**config.mk**
```make
export PLATFORM = sky130hd
export DESIGN_NAME = msd_ext_bus_top
export DESIGN_NICKNAME = d
export VERILOG_FILES = /design/src/shared/msd_pkg.sv /design/src/shared/msd_phase_if.sv /design/src/core/msd_cycle_gen.sv /design/src/core/msd_ext_bus_top.sv
export SDC_FILE = /design/constraint.sdc
export NUM_CORES = 1
export LEC_CHECK = 0
export ABC_AREA = 1
export BUFFER_PORTS_ARGS = -buffer_cell sky130_fd_sc_hd__buf_2
export CAP_MARGIN = 20
export CELL_PAD_IN_SITES_DETAIL_PLACEMENT = 1
export CELL_PAD_IN_SITES_GLOBAL_PLACEMENT = 2
export CORE_ASPECT_RATIO = 0.7
export CORE_UTILIZATION = 31
export DETAILED_ROUTE_END_ITERATION = 7
export HOLD_SLACK_MARGIN = 0.06
export PLACE_DENSITY_LB_ADDON = 0.1
export SETUP_SLACK_MARGIN = 0.05
export SKIP_CTS_REPAIR_TIMING = 1
export SYNTH_ARGS = -nofsm -noshare
export SYNTH_HDL_FRONTEND = slang
export SYNTH_SLANG_ARGS = --single-unit
```
**constraint.sdc**
```tcl
create_clock -name clk -period 6 [get_ports clk]
set_input_delay 0.3 -clock clk [delete_from_list [all_inputs] [get_ports clk]]
set_output_delay 0.3 -clock clk [all_outputs]
set_load 0.005 [all_outputs]
```
**src/shared/msd_pkg.sv**
```systemverilog
package msd_pkg;
   // address and data widths of both spaces
   localparam int ADDR_W = 16;
   localparam int DATA_W = 8;
   localparam logic [ADDR_W-1:0] SPACE_FIRST = 16'h0000;
   localparam logic [ADDR_W-1:0] SPACE_LAST = 16'hFFFF;
   localparam logic [ADDR_W-1:0] PTR_RESET = 16'h0000;
   localparam logic [ADDR_W-1:0] PTR_STEP = 16'h0001;
   // byte lanes of a bus address
   localparam int LO_MSB = 7;
   localparam int HI_LSB = 8;
   localparam int HI_MSB = 15;
   // machine cycle of four input clocks
   localparam int CLK_PERIOD_NS = 100;
   localparam int CLKS_PER_MC = 4;
   localparam int PH_W = 2;
   localparam logic [PH_W-1:0] PH_ALE = 2'h0;
   localparam logic [PH_W-1:0] PH_HOLD = 2'h1;
   localparam logic [PH_W-1:0] PH_STRB = 2'h2;
   localparam logic [PH_W-1:0] PH_LAST = 2'h3;
   localparam logic [PH_W-1:0] PH_STEP = 2'h1;
   // cycles for read data to pass the pin synchroniser
   localparam int TAIL_W = 2;
   localparam logic [TAIL_W-1:0] TAIL_FIRST = 2'h0;
   localparam logic [TAIL_W-1:0] TAIL_LAST = 2'h1;
   localparam logic [TAIL_W-1:0] TAIL_STEP = 2'h1;
   localparam logic [DATA_W-1:0] BYTE_ZERO = 8'h00;
   localparam logic [DATA_W-1:0] BYTE_IDLE = 8'hFF;
   // access kinds; none of them writes program space
   typedef enum logic [1:0] {
      KIND_FETCH,
      KIND_CODE_READ,
      KIND_DATA_READ,
      KIND_DATA_WRITE
   } msd_kind_t;
endpackage : msd_pkg

```
**src/shared/msd_phase_if.sv**
```systemverilog
`timescale 1ns/100ps
interface msd_phase_if;
   logic [msd_pkg::PH_W-1:0] phase;
   modport gen (output phase);
   modport use_ph (input phase);
endinterface : msd_phase_if

```
**src/core/msd_cycle_gen.sv**
```systemverilog
`timescale 1ns/100ps
module msd_cycle_gen
(
   // clock and reset
   input wire logic clk,
   input wire logic rst_n,
   // phase of the machine cycle
   msd_phase_if.gen ph
);
   import msd_pkg::*;

   logic [PH_W-1:0] phase_ff;
   logic [PH_W-1:0] nxt_phase;

   always_comb
   begin
      if (phase_ff == PH_LAST)
         nxt_phase = PH_ALE;
      else
         nxt_phase = phase_ff + PH_STEP;
   end

   always_ff @(posedge clk or negedge rst_n)
   begin
      if (!rst_n)
         phase_ff <= PH_ALE;
      else
         phase_ff <= nxt_phase;
   end

   assign ph.phase = phase_ff;
endmodule : msd_cycle_gen

```
**src/core/msd_ext_bus_top.sv**
```systemverilog
// Summary of operation
// - sixteen-bit fetch pointer advances after each fetch
// - separate 64KB program and data spaces
// - port 0 multiplexes address, data; port 2 high address
// - on-chip range internal, above it external
// - romless variant sends everything external
// - no write path into program space
// - data space only via external data move
// - on-chip program limit changes at run time
// - machine cycle four clocks, strobes from it
`timescale 1ns/100ps
module msd_ext_bus_top
(
   // clock and reset
   input wire logic clk,
   input wire logic rst_n,
   // configuration levels
   input wire logic romless,
   input wire logic onchip_prog_en,
   input wire logic [msd_pkg::ADDR_W-1:0] onchip_program_limit,
   input wire logic onchip_data_en,
   input wire logic [msd_pkg::ADDR_W-1:0] onchip_data_limit,
   // fetch pointer control
   input wire logic ptr_load,
   input wire logic [msd_pkg::ADDR_W-1:0] ptr_load_value,
   output logic [msd_pkg::ADDR_W-1:0] next_fetch_pointer,
   // access request from the core
   input wire logic req_valid,
   input wire msd_pkg::msd_kind_t req_kind,
   input wire logic [msd_pkg::ADDR_W-1:0] req_addr,
   input wire logic [msd_pkg::DATA_W-1:0] req_wdata,
   output logic req_busy,
   output logic req_done,
   output logic [msd_pkg::DATA_W-1:0] req_rdata,
   // internal memory port
   output logic int_sel,
   output logic int_data_space,
   output logic int_we,
   output logic [msd_pkg::ADDR_W-1:0] int_addr,
   output logic [msd_pkg::DATA_W-1:0] int_wdata,
   input wire logic [msd_pkg::DATA_W-1:0] int_rdata,
   // external bus pins
   input wire logic [msd_pkg::DATA_W-1:0] port0_in,
   output logic [msd_pkg::DATA_W-1:0] port0_out,
   output logic port0_oe,
   output logic [msd_pkg::DATA_W-1:0] port2_out,
   output logic ale,
   output logic program_store_strobe_n,
   output logic data_rd_n,
   output logic data_wr_n
);
   import msd_pkg::*;

   typedef enum logic [2:0] {
      ST_IDLE,
      ST_EXT,
      ST_TAIL,
      ST_INT_SEL,
      ST_INT_TAKE
   } msd_state_t;

   msd_phase_if ph_if ();

   msd_cycle_gen i_msd_cycle_gen
   (
      .clk (clk),
      .rst_n (rst_n),
      .ph (ph_if.gen)
   );

   msd_state_t state_ff, nxt_state;
   msd_kind_t kind_ff, nxt_kind;
   logic [TAIL_W-1:0] tail_ff, nxt_tail;
   logic [ADDR_W-1:0] ptr_ff, nxt_ptr;
   logic [ADDR_W-1:0] addr_ff, nxt_addr;
   logic [DATA_W-1:0] wdata_ff, nxt_wdata;
   logic [DATA_W-1:0] rdata_ff, nxt_rdata;
   logic busy_ff, nxt_busy;
   logic done_ff, nxt_done;
   logic int_sel_ff, nxt_int_sel;
   logic int_data_ff, nxt_int_data;
   logic int_we_ff, nxt_int_we;
   logic [DATA_W-1:0] p0_out_ff, nxt_p0_out;
   logic p0_oe_ff, nxt_p0_oe;
   logic [DATA_W-1:0] p2_out_ff, nxt_p2_out;
   logic ale_ff, nxt_ale;
   logic pss_n_ff, nxt_pss_n;
   logic rd_n_ff, nxt_rd_n;
   logic wr_n_ff, nxt_wr_n;
   logic [DATA_W-1:0] p0_sync1_ff, p0_sync2_ff;

   logic [ADDR_W-1:0] acc_addr;
   logic acc_is_data;
   logic acc_internal;
   logic take;

   // pins are asynchronous to clk
   always_ff @(posedge clk or negedge rst_n)
   begin
      if (!rst_n)
      begin
         p0_sync1_ff <= BYTE_ZERO;
         p0_sync2_ff <= BYTE_ZERO;
      end
      else
      begin
         p0_sync1_ff <= port0_in;
         p0_sync2_ff <= p0_sync1_ff;
      end
   end

   always_comb
   begin
      acc_is_data = (req_kind == KIND_DATA_READ) ||
                    (req_kind == KIND_DATA_WRITE);
      if (req_kind == KIND_FETCH)
         acc_addr = ptr_ff;
      else
         acc_addr = req_addr;
      if (romless)
         acc_internal = 1'b0;
      else if (acc_is_data)
         acc_internal = onchip_data_en && (acc_addr <= onchip_data_limit);
      else
         acc_internal = onchip_prog_en &&
                        (acc_addr <= onchip_program_limit);
      // accesses start only on a machine cycle boundary
      take = req_valid && !busy_ff && (state_ff == ST_IDLE) &&
             (ph_if.phase == PH_LAST);
   end

   always_comb
   begin
      nxt_state = state_ff;
      nxt_kind = kind_ff;
      nxt_tail = tail_ff;
      nxt_ptr = ptr_ff;
      nxt_addr = addr_ff;
      nxt_wdata = wdata_ff;
      nxt_rdata = rdata_ff;
      nxt_busy = busy_ff;
      nxt_done = 1'b0;
      nxt_int_sel = 1'b0;
      nxt_int_data = int_data_ff;
      nxt_int_we = 1'b0;
      nxt_p0_out = p0_out_ff;
      nxt_p0_oe = p0_oe_ff;
      nxt_p2_out = p2_out_ff;
      nxt_ale = 1'b0;
      nxt_pss_n = pss_n_ff;
      nxt_rd_n = rd_n_ff;
      nxt_wr_n = wr_n_ff;
      case (state_ff)
         ST_IDLE:
         begin
            if (take)
            begin
               nxt_kind = req_kind;
               nxt_addr = acc_addr;
               nxt_wdata = req_wdata;
               nxt_busy = 1'b1;
               if (acc_internal)
               begin
                  nxt_state = ST_INT_SEL;
                  nxt_int_sel = 1'b1;
                  nxt_int_data = acc_is_data;
                  nxt_int_we = (req_kind == KIND_DATA_WRITE);
               end
               else
               begin
                  nxt_state = ST_EXT;
                  nxt_p0_out = acc_addr[LO_MSB:0];
                  nxt_p0_oe = 1'b1;
                  nxt_ale = 1'b1;
                  nxt_p2_out = acc_addr[HI_MSB:HI_LSB];
               end
            end
         end
         ST_EXT:
         begin
            case (ph_if.phase)
               PH_ALE:
               begin
                  // address stays on port 0 one phase past the latch
                  nxt_ale = 1'b0;
               end
               PH_HOLD:
               begin
                  case (kind_ff)
                     KIND_FETCH, KIND_CODE_READ:
                     begin
                        nxt_pss_n = 1'b0;
                        nxt_p0_oe = 1'b0;
                     end
                     KIND_DATA_READ:
                     begin
                        nxt_rd_n = 1'b0;
                        nxt_p0_oe = 1'b0;
                     end
                     KIND_DATA_WRITE:
                     begin
                        nxt_wr_n = 1'b0;
                        nxt_p0_out = wdata_ff;
                        nxt_p0_oe = 1'b1;
                     end
                     default:
                     begin
                        nxt_p0_oe = 1'b0;
                     end
                  endcase
               end
               PH_LAST:
               begin
                  nxt_pss_n = 1'b1;
                  nxt_rd_n = 1'b1;
                  nxt_wr_n = 1'b1;
                  nxt_p0_oe = 1'b0;
                  nxt_p0_out = BYTE_IDLE;
                  nxt_tail = TAIL_FIRST;
                  nxt_state = ST_TAIL;
               end
               default:
               begin
                  nxt_state = ST_EXT;
               end
            endcase
         end
         ST_TAIL:
         begin
            // waits for the last strobe phase to leave the synchroniser
            if (tail_ff == TAIL_LAST)
            begin
               nxt_rdata = p0_sync2_ff;
               nxt_done = 1'b1;
               nxt_busy = 1'b0;
               nxt_state = ST_IDLE;
            end
            else
               nxt_tail = tail_ff + TAIL_STEP;
         end
         ST_INT_SEL:
         begin
            nxt_state = ST_INT_TAKE;
         end
         ST_INT_TAKE:
         begin
            nxt_rdata = int_rdata;
            nxt_done = 1'b1;
            nxt_busy = 1'b0;
            nxt_state = ST_IDLE;
         end
         default:
         begin
            nxt_state = ST_IDLE;
            nxt_busy = 1'b0;
         end
      endcase
      if (ptr_load)
         nxt_ptr = ptr_load_value;
      else if (nxt_done && (kind_ff == KIND_FETCH))
         nxt_ptr = ptr_ff + PTR_STEP;
   end

   always_ff @(posedge clk or negedge rst_n)
   begin
      if (!rst_n)
      begin
         state_ff <= ST_IDLE;
         kind_ff <= KIND_FETCH;
         tail_ff <= TAIL_FIRST;
         ptr_ff <= PTR_RESET;
         addr_ff <= SPACE_FIRST;
         wdata_ff <= BYTE_ZERO;
         rdata_ff <= BYTE_ZERO;
         busy_ff <= 1'b0;
         done_ff <= 1'b0;
         int_sel_ff <= 1'b0;
         int_data_ff <= 1'b0;
         int_we_ff <= 1'b0;
         p0_out_ff <= BYTE_IDLE;
         p0_oe_ff <= 1'b0;
         p2_out_ff <= BYTE_IDLE;
         ale_ff <= 1'b0;
         pss_n_ff <= 1'b1;
         rd_n_ff <= 1'b1;
         wr_n_ff <= 1'b1;
      end
      else
      begin
         state_ff <= nxt_state;
         kind_ff <= nxt_kind;
         tail_ff <= nxt_tail;
         ptr_ff <= nxt_ptr;
         addr_ff <= nxt_addr;
         wdata_ff <= nxt_wdata;
         rdata_ff <= nxt_rdata;
         busy_ff <= nxt_busy;
         done_ff <= nxt_done;
         int_sel_ff <= nxt_int_sel;
         int_data_ff <= nxt_int_data;
         int_we_ff <= nxt_int_we;
         p0_out_ff <= nxt_p0_out;
         p0_oe_ff <= nxt_p0_oe;
         p2_out_ff <= nxt_p2_out;
         ale_ff <= nxt_ale;
         pss_n_ff <= nxt_pss_n;
         rd_n_ff <= nxt_rd_n;
         wr_n_ff <= nxt_wr_n;
      end
   end

   assign next_fetch_pointer = ptr_ff;
   assign req_busy = busy_ff;
   assign req_done = done_ff;
   assign req_rdata = rdata_ff;
   assign int_sel = int_sel_ff;
   assign int_data_space = int_data_ff;
   assign int_we = int_we_ff;
   assign int_addr = addr_ff;
   assign int_wdata = wdata_ff;
   assign port0_out = p0_out_ff;
   assign port0_oe = p0_oe_ff;
   assign port2_out = p2_out_ff;
   assign ale = ale_ff;
   assign program_store_strobe_n = pss_n_ff;
   assign data_rd_n = rd_n_ff;
   assign data_wr_n = wr_n_ff;
endmodule : msd_ext_bus_top

```
==> results_dict.tcl, run 1 <==
set metrics [dict create \
    antenna_left 0 \
    rsz_0062_raised_after_global_routing "no" \
    power_per_cell_area_nw_per_um2 393 \
    synthDistinctLibCells 33 \
    endpoint_kind "flop" \
    netlist.top_cell.by_area "dfrtp_1" \
    syn_to_final_growth_pct 28.2 \
    synth_cells 649 \
    reg2regPathDepth 14 \
    chipWidth_um 158 \
    initial_antenna_violation_count 1 \
    hold_path.class "primary input to flop" \
    finalHoldViolCount 0 \
    n_antenna_cell 0 \
    final_nets 958 \
    crit_slowest_cell "nor2_2" \
    critPathKind "primary input to flop" \
    worst_pin_slew_ns 0.997 \
    initial_utilization_pct 32.0 \
    htree_num_levels 3 \
    clock_power_share_pct 24.2 \
    cts_tree "built" \
    multi_input_area_um2 2350 \
    post_synth.cell_area_avg_um2 8.12 \
    avg_vias_per_cell 4.75 \
    routabilityCongestion 0.878 \
    ffs_latches_synth 99 \
    routedWlPerCell_um 16.6 \
    detail_route.iter0.violations 160 \
    synth.cell_area_um2 5270 \
    placement.io_buffers 170 \
    drtPass1Iterations 4 \
    whs_ns 0.148 \
    cts.path.max_buffers 2 \
    wire_length_of_the_first_global_routing_pass_um 27700 \
    clk_pin_slew_worst_paths_ns 0.08 \
    max-slew-margin-rel_pct 33.5 \
    internal_power_mw 1.64 \
    report.final.setup_viol 0 \
    max_clock_freq_ghz 0.260 \
    final_common_cell "nand2_1" \
    worst_ep_required_time_ns 6.29 \
    cts-root-buf "clkbuf_16" \
    post_synthesis_net_count 783 \
    filler_cell_count 2065 \
    sequential_standard_cell_area_um2 2500 \
    dp.final_hpwl_um 13600 \
    timing.critical_path.slowest_cell_delay_ns 0.79 \
    p_leak_nw 3.62 \
    clock_insertion_delay_worst_skew_ns 0.36 \
    yosys.area.top_type_share_pct 38.0 \
    die_height_um 111 \
    tritoncts.num_buffers 9 \
    drive_gt1_share_pct 27.1 \
    whs_path_depth 3 \
    worstPathCellList "buf_2, nor2_2, o21ai_0, ha_1, a21o_1, nor2_1, nand2_1, nand2_1, nand2_1, nand2_1, nand2_1, nand2_1, nand2_1, nand2_1, nand2_1, nand2_1, nand2_1" \
    post_route_clock_skew_ns 0.0118 \
    layout.cells.most_common_list "178 x nand2_1, 169 x buf_2, 86 x inv_1, 80 x dfrtp_1, 55 x nor2_1" \
    power_switching_share_pct 38.1 \
    fin_setup_tns_ns 0 \
    remaining_drc_errors 0 \
    critPathMostFrequentCell "nand2_1" \
    timing.final.crit_share_pct 64.1 \
    crit_path_max_fanout 28 \
    groute.usage.overall_pct 20.9 \
    synth_sequential_area_ratio_pct 47.4 \
    synth_top_cells_by_area "dfrtp_1 38%, nand2_1 13%, dfstp_2 9.5%" \
    timing_max_transition_violations_final 0 \
    status "completed" \
    global_route.overflow_total 0 \
    timing.critical_path.from_type "primary input" \
    share_seq_of_total_power_pct 42.0 \
    pin_count 171 \
    core.rowCount 39 \
    worst_ep_arrival_time_ns 4.13 \
    ir_worst_vdd_mv 0.174 \
    tritoncts_num_sinks 99 \
    synth_warnings 0 \
    power.net_switching_mw 1.01 \
    fp.dieArea_um2 17500 \
    vias 5005 \
    grt_pass1_vias 5162 \
    finalWorstPathRequiredPeriod_ns 3.84 \
    combinationalPowerShare_pct 33.8 \
    cap_viol_max_count 0 \
    drt_wl_total_um 17500 \
    final_core_utilization_pct 41.0 \
    coreArea_um2 16500 \
    grt_start_max_net_pins 71 \
    finalPower_mw 2.65 \
]
## worst paths after layout
kind | start | slack [ns] | endpoint
worst max register to register | next_fetch_pointer[9] | 2.71 | port0_out[3]
worst min-delay path | req_wdata[2] | 0.15 | int_wdata[2]
worst max-delay path | req_kind[1] | 2.16 | port0_out[3]
min in group asynchronous | rst_n | 0.44 | int_wdata[2]
worst min register to register | p0_sync1_ff[4] | 0.35 | p0_sync2_ff[4]
max in group asynchronous | rst_n | 4.32 | p0_sync2_ff[0]
## registers in the layout, indices dropped and copies added, names as in the netlist
name                      cells
int_addr                     16
next_fetch_pointer           16
int_wdata                     8
p0_sync1_ff                   8
p0_sync2_ff                   8
port0_out                     8
port2_out                     8
req_rdata                     8
state_ff                      3
i_msd_cycle_gen.ph.phase      2
kind_ff                       2
tail_ff                       2
ale                           1
data_rd_n                     1
data_wr_n                     1
int_data_space                1
int_sel                       1
int_we                        1
port0_oe                      1
program_store_strobe_n        1
req_busy                      1
req_done                      1
## metrics by stage
step / cells / setup WS [ns] / cell area [um2]
after floorplan: 649 / 3.33 / 5270
after global placement: 1029 / 2.01 / 6350
after detailed placement: 1029 / 1.79 / 6350
after CTS: 1045 / 2.14 / 6670
after global routing: 1054 / 1.58 / 6760
final: 1054 / 2.16 / 6760
## cell type report
cell class / count / share of cell area [%]
inverters: 92 / 5.11
multi-input cells: 441 / 34.8
clock inverters: 7 / 1.39
well taps: 225 / 4.17
flip-flops and latches: 99 / 37.0
repair buffers: 181 / 14.2
clock buffers: 9 / 3.33
## layer usage
metal | share of wire, % | track usage, %
met5 | 0.051 | 0
met4 | 1.6 | 5.31
met3 | 5.2 | 4.50
met2 | 42 | 30.5
met1 | 52 | 30.8
## critical path, delay by kind of cell
family                     cells  cell delay [ns]
and+or+nand+nor               13             2.60
AOI/OAI and AO/OA              2             0.65
adders and majority gates      1             0.43
buffers and inverters          1             0.16
## cells by family after synthesis
kind of cell	Yosys count	share of synthesized area, %
AO/OA/AOI/OAI	115	12.4
buffers and inverters	109	7.93
XOR/XNOR	9	1.49
AND/OR/NAND/NOR	280	22.0
flip-flops	99	47.4
adder cells (fa/ha/maj)	37	8.78
## synth_stat cells
library cell  instances
nand2_1             178
inv_1                86
dfrtp_1              80
nor2_1               55
o21ai_0              49
ha_1                 37
nand3_1              26
a21oi_1              24
dfstp_2              19
a31oi_1              15
clkbuf_1             10
a22oi_1               8
o21ai_1               8
buf_2                 7
inv_2                 6
nand4_1               5
nor2_2                5
xor2_1                5
nor3_1                4
xnor2_1               4
a21o_1                3
o211ai_1              3
nand3_2               2
nand2_4               1
nor2_4                1
nor3_2                1
nor3b_1               1
nor4_2                1
o21a_1                1
o21ai_4               1
o221ai_1              1
o22ai_1               1
o311ai_1              1
## power by group through the flow
stage                     registers [mW]  clock network, mW  logic (mW)
final                               1.12              0.642       0.896
after global routing                1.14              0.681        1.03
after CTS                           1.12              0.654       0.908
after detailed placement            1.13                  0       0.900
after global placement              1.12                  0       0.870
after floorplan                     1.09                  0       0.486
(Power assumes the default switching activity.)
==> run 2, diff against run 1 <==
Settings changed: CORE_UTILIZATION 31 to 26.
Clock period 6 ns to 3.5 ns, I/O delays scaled along.
==> run 2 against run 1 <==
Cell count rose by 6.0%. Via count is essentially flat. Clock power up 62%. Sequential cell count did not move. Critical path type is now flop to flop. Largest cell class unchanged. Largest power group unchanged. Highest routed layer is now met4.
==> results_dict.tcl, run 2 (synthesized netlist as in run 1, its figures left out) <==
set metrics [dict create \
    initial_utilization_pct 26.6 \
    clock_power_share_pct 23.1 \
    antenna_left 0 \
    coreArea_um2 19900 \
    max-slew-margin-rel_pct 47.7 \
    final_common_cell "nand2_1" \
    pin_count 171 \
    avg_vias_per_cell 4.48 \
    rsz_0062_raised_after_global_routing "no" \
    critical_path.n_buffers_inverters 1 \
    dp.final_hpwl_um 14500 \
    crit_path_max_fanout 12 \
    detail_route.iter0.violations 130 \
    power.net_switching_mw 1.74 \
    clk_pin_slew_worst_paths_ns 0.08 \
    pre_cts_ws_ns 0.372 \
    tritoncts.num_buffers 9 \
    global_route.overflow_total 0 \
    max_clock_freq_ghz 0.352 \
    vias 5002 \
    worst_pin_slew_ns 0.785 \
    initial_antenna_violation_count 1 \
    worst_slack_setup_final_ns 0.661 \
    post_route_clock_skew_ns 0.0111 \
    timing.final.crit_share_pct 81.1 \
    final_core_utilization_pct 35.0 \
    multi_input_area_um2 2350 \
    whs_ns 0.0517 \
    postPlaceCellArea_um2 6460 \
    finalHoldViolCount 0 \
    grt_start_max_net_pins 61 \
    ir_worst_vdd_mv 0.249 \
    finalWorstPathRequiredPeriod_ns 2.84 \
    sequential_standard_cell_area_um2 2500 \
    hold_path.class "primary input to flop" \
    power_switching_share_pct 38.7 \
    p_leak_nw 3.69 \
    timing_max_transition_violations_final 0 \
    syn_to_final_growth_pct 31.9 \
    worstPathCellList "inv_1, a21oi_1, ha_1, nand4_1, nor3_1, nand4_1, nand2_1, nand2_1, nand2_1, nand2_1, nand2_1, nand2_1, nand2_1, nand2_1" \
    fp.dieArea_um2 20900 \
    die_height_um 121 \
    clock_insertion_delay_worst_skew_ns 0.36 \
    routabilityCongestion 0.798 \
    fin_setup_tns_ns 0 \
    cts_tree "built" \
    cts.path.max_buffers 2 \
    final_nets 975 \
    remaining_drc_errors 0 \
    htree_num_levels 3 \
    place_inst 1081 \
    grt_pass1_vias 5368 \
    critPathMostFrequentCell "nand2_1" \
    worst_ep_required_time_ns 3.79 \
    wire_length_of_the_first_global_routing_pass_um 29000 \
    placement.io_buffers 170 \
    timing.critical_path.slowest_cell_delay_ns 0.40 \
    drive_gt1_share_pct 27.4 \
    timing.critical_path.from_type "flop" \
    tritoncts_num_sinks 99 \
    share_seq_of_total_power_pct 42.4 \
    routedWlPerCell_um 16.4 \
    grt.met3_usage_pct 3.20 \
    chipWidth_um 172 \
    met1_usage_pct 26.5 \
    worst_ep_arrival_time_ns 3.12 \
    finalPower_mw 4.51 \
    drt_wl_total_um 18400 \
    post_route_cell_area_um2 6960 \
    cap_viol_max_count 0 \
    internal_power_mw 2.76 \
    crit_family "simple AND/OR/NAND/NOR gates" \
    groute.usage.overall_pct 18.5 \
    grt_util_met2_pct 28.7 \
    combinationalPowerShare_pct 34.4 \
    filler_cell_count 2468 \
    critPathKind "flop to flop" \
    finish.cell_count_without_fillers 1117 \
    status "completed" \
    endpoint_kind "flop" \
    crit_slowest_cell "dfrtp_1" \
    cts-root-buf "clkbuf_16" \
    drtPass1Iterations 4 \
    gr-max-usage-layer "met2" \
    report.final.setup_viol 0 \
    layout.cells.most_common_list "178 x nand2_1, 169 x buf_2, 86 x inv_1, 80 x dfrtp_1, 55 x nor2_1" \
    core.rowCount 43 \
    power_per_cell_area_nw_per_um2 648 \
]
## run 2: cell count changes in the layout (fill, tap and decap cells not counted)
cell           change
buf_4              +7
bufinv_16          -1
clkinv_4           -1
clkinv_8           +1
diode_2            +1
dlygate4sd3_1     +10
inv_6              +1
## run 2: power groups by stage
stage	Sequential [mW]	Combinational [mW]	Clock, mW
after floorplan	1.87	0.833	0
after global placement	1.92	1.52	0
after detailed placement	1.94	1.56	0
after CTS	1.92	1.57	1.10
after global routing	1.98	1.79	1.13
final	1.91	1.55	1.04
## run 2: layer usage
metal	vias up	routed length (um)
met5	-	0
met1	2391	9420
li1	2471	-
met3	15	743
met2	125	7980
met4	0	233
## run 2: area by class of cell
| type | instances | area share [%] |
|---|---|---|
| timing repair buffer | 198 | 16.0 |
| clock inverter | 7 | 1.15 |
| sequential | 99 | 36.0 |
| tap | 270 | 4.86 |
| antenna | 1 | 0.0360 |
| multi-input combinational | 441 | 33.8 |
| clock buffer | 9 | 3.24 |
| inverter | 92 | 4.96 |
## run 2: worst paths after layout
path	from	end	slack, ns	cells after the start
min in group asynchronous	rst_n	int_wdata[3]	0.42	2
max in group asynchronous	rst_n	port2_out[7]	2.17	3
hold reg to reg	p0_sync1_ff[1]	p0_sync2_ff[1]	0.35	0
setup / recovery	next_fetch_pointer[9]	port0_out[6]	0.66	14
hold / removal	req_wdata[0]	int_wdata[0]	0.05	3
setup reg to reg	next_fetch_pointer[9]	port0_out[6]	0.66	14
## run 2: worst register-to-register path: cells and delay by family, from the launching register on
family | cells | cell delay [ns]
flip-flops | 1 | 0.40
adder cells (fa/ha/maj) | 1 | 0.34
AND/OR/NAND/NOR | 11 | 1.70
AO/OA/AOI/OAI | 1 | 0.17
buffers and inverters | 1 | 0.15
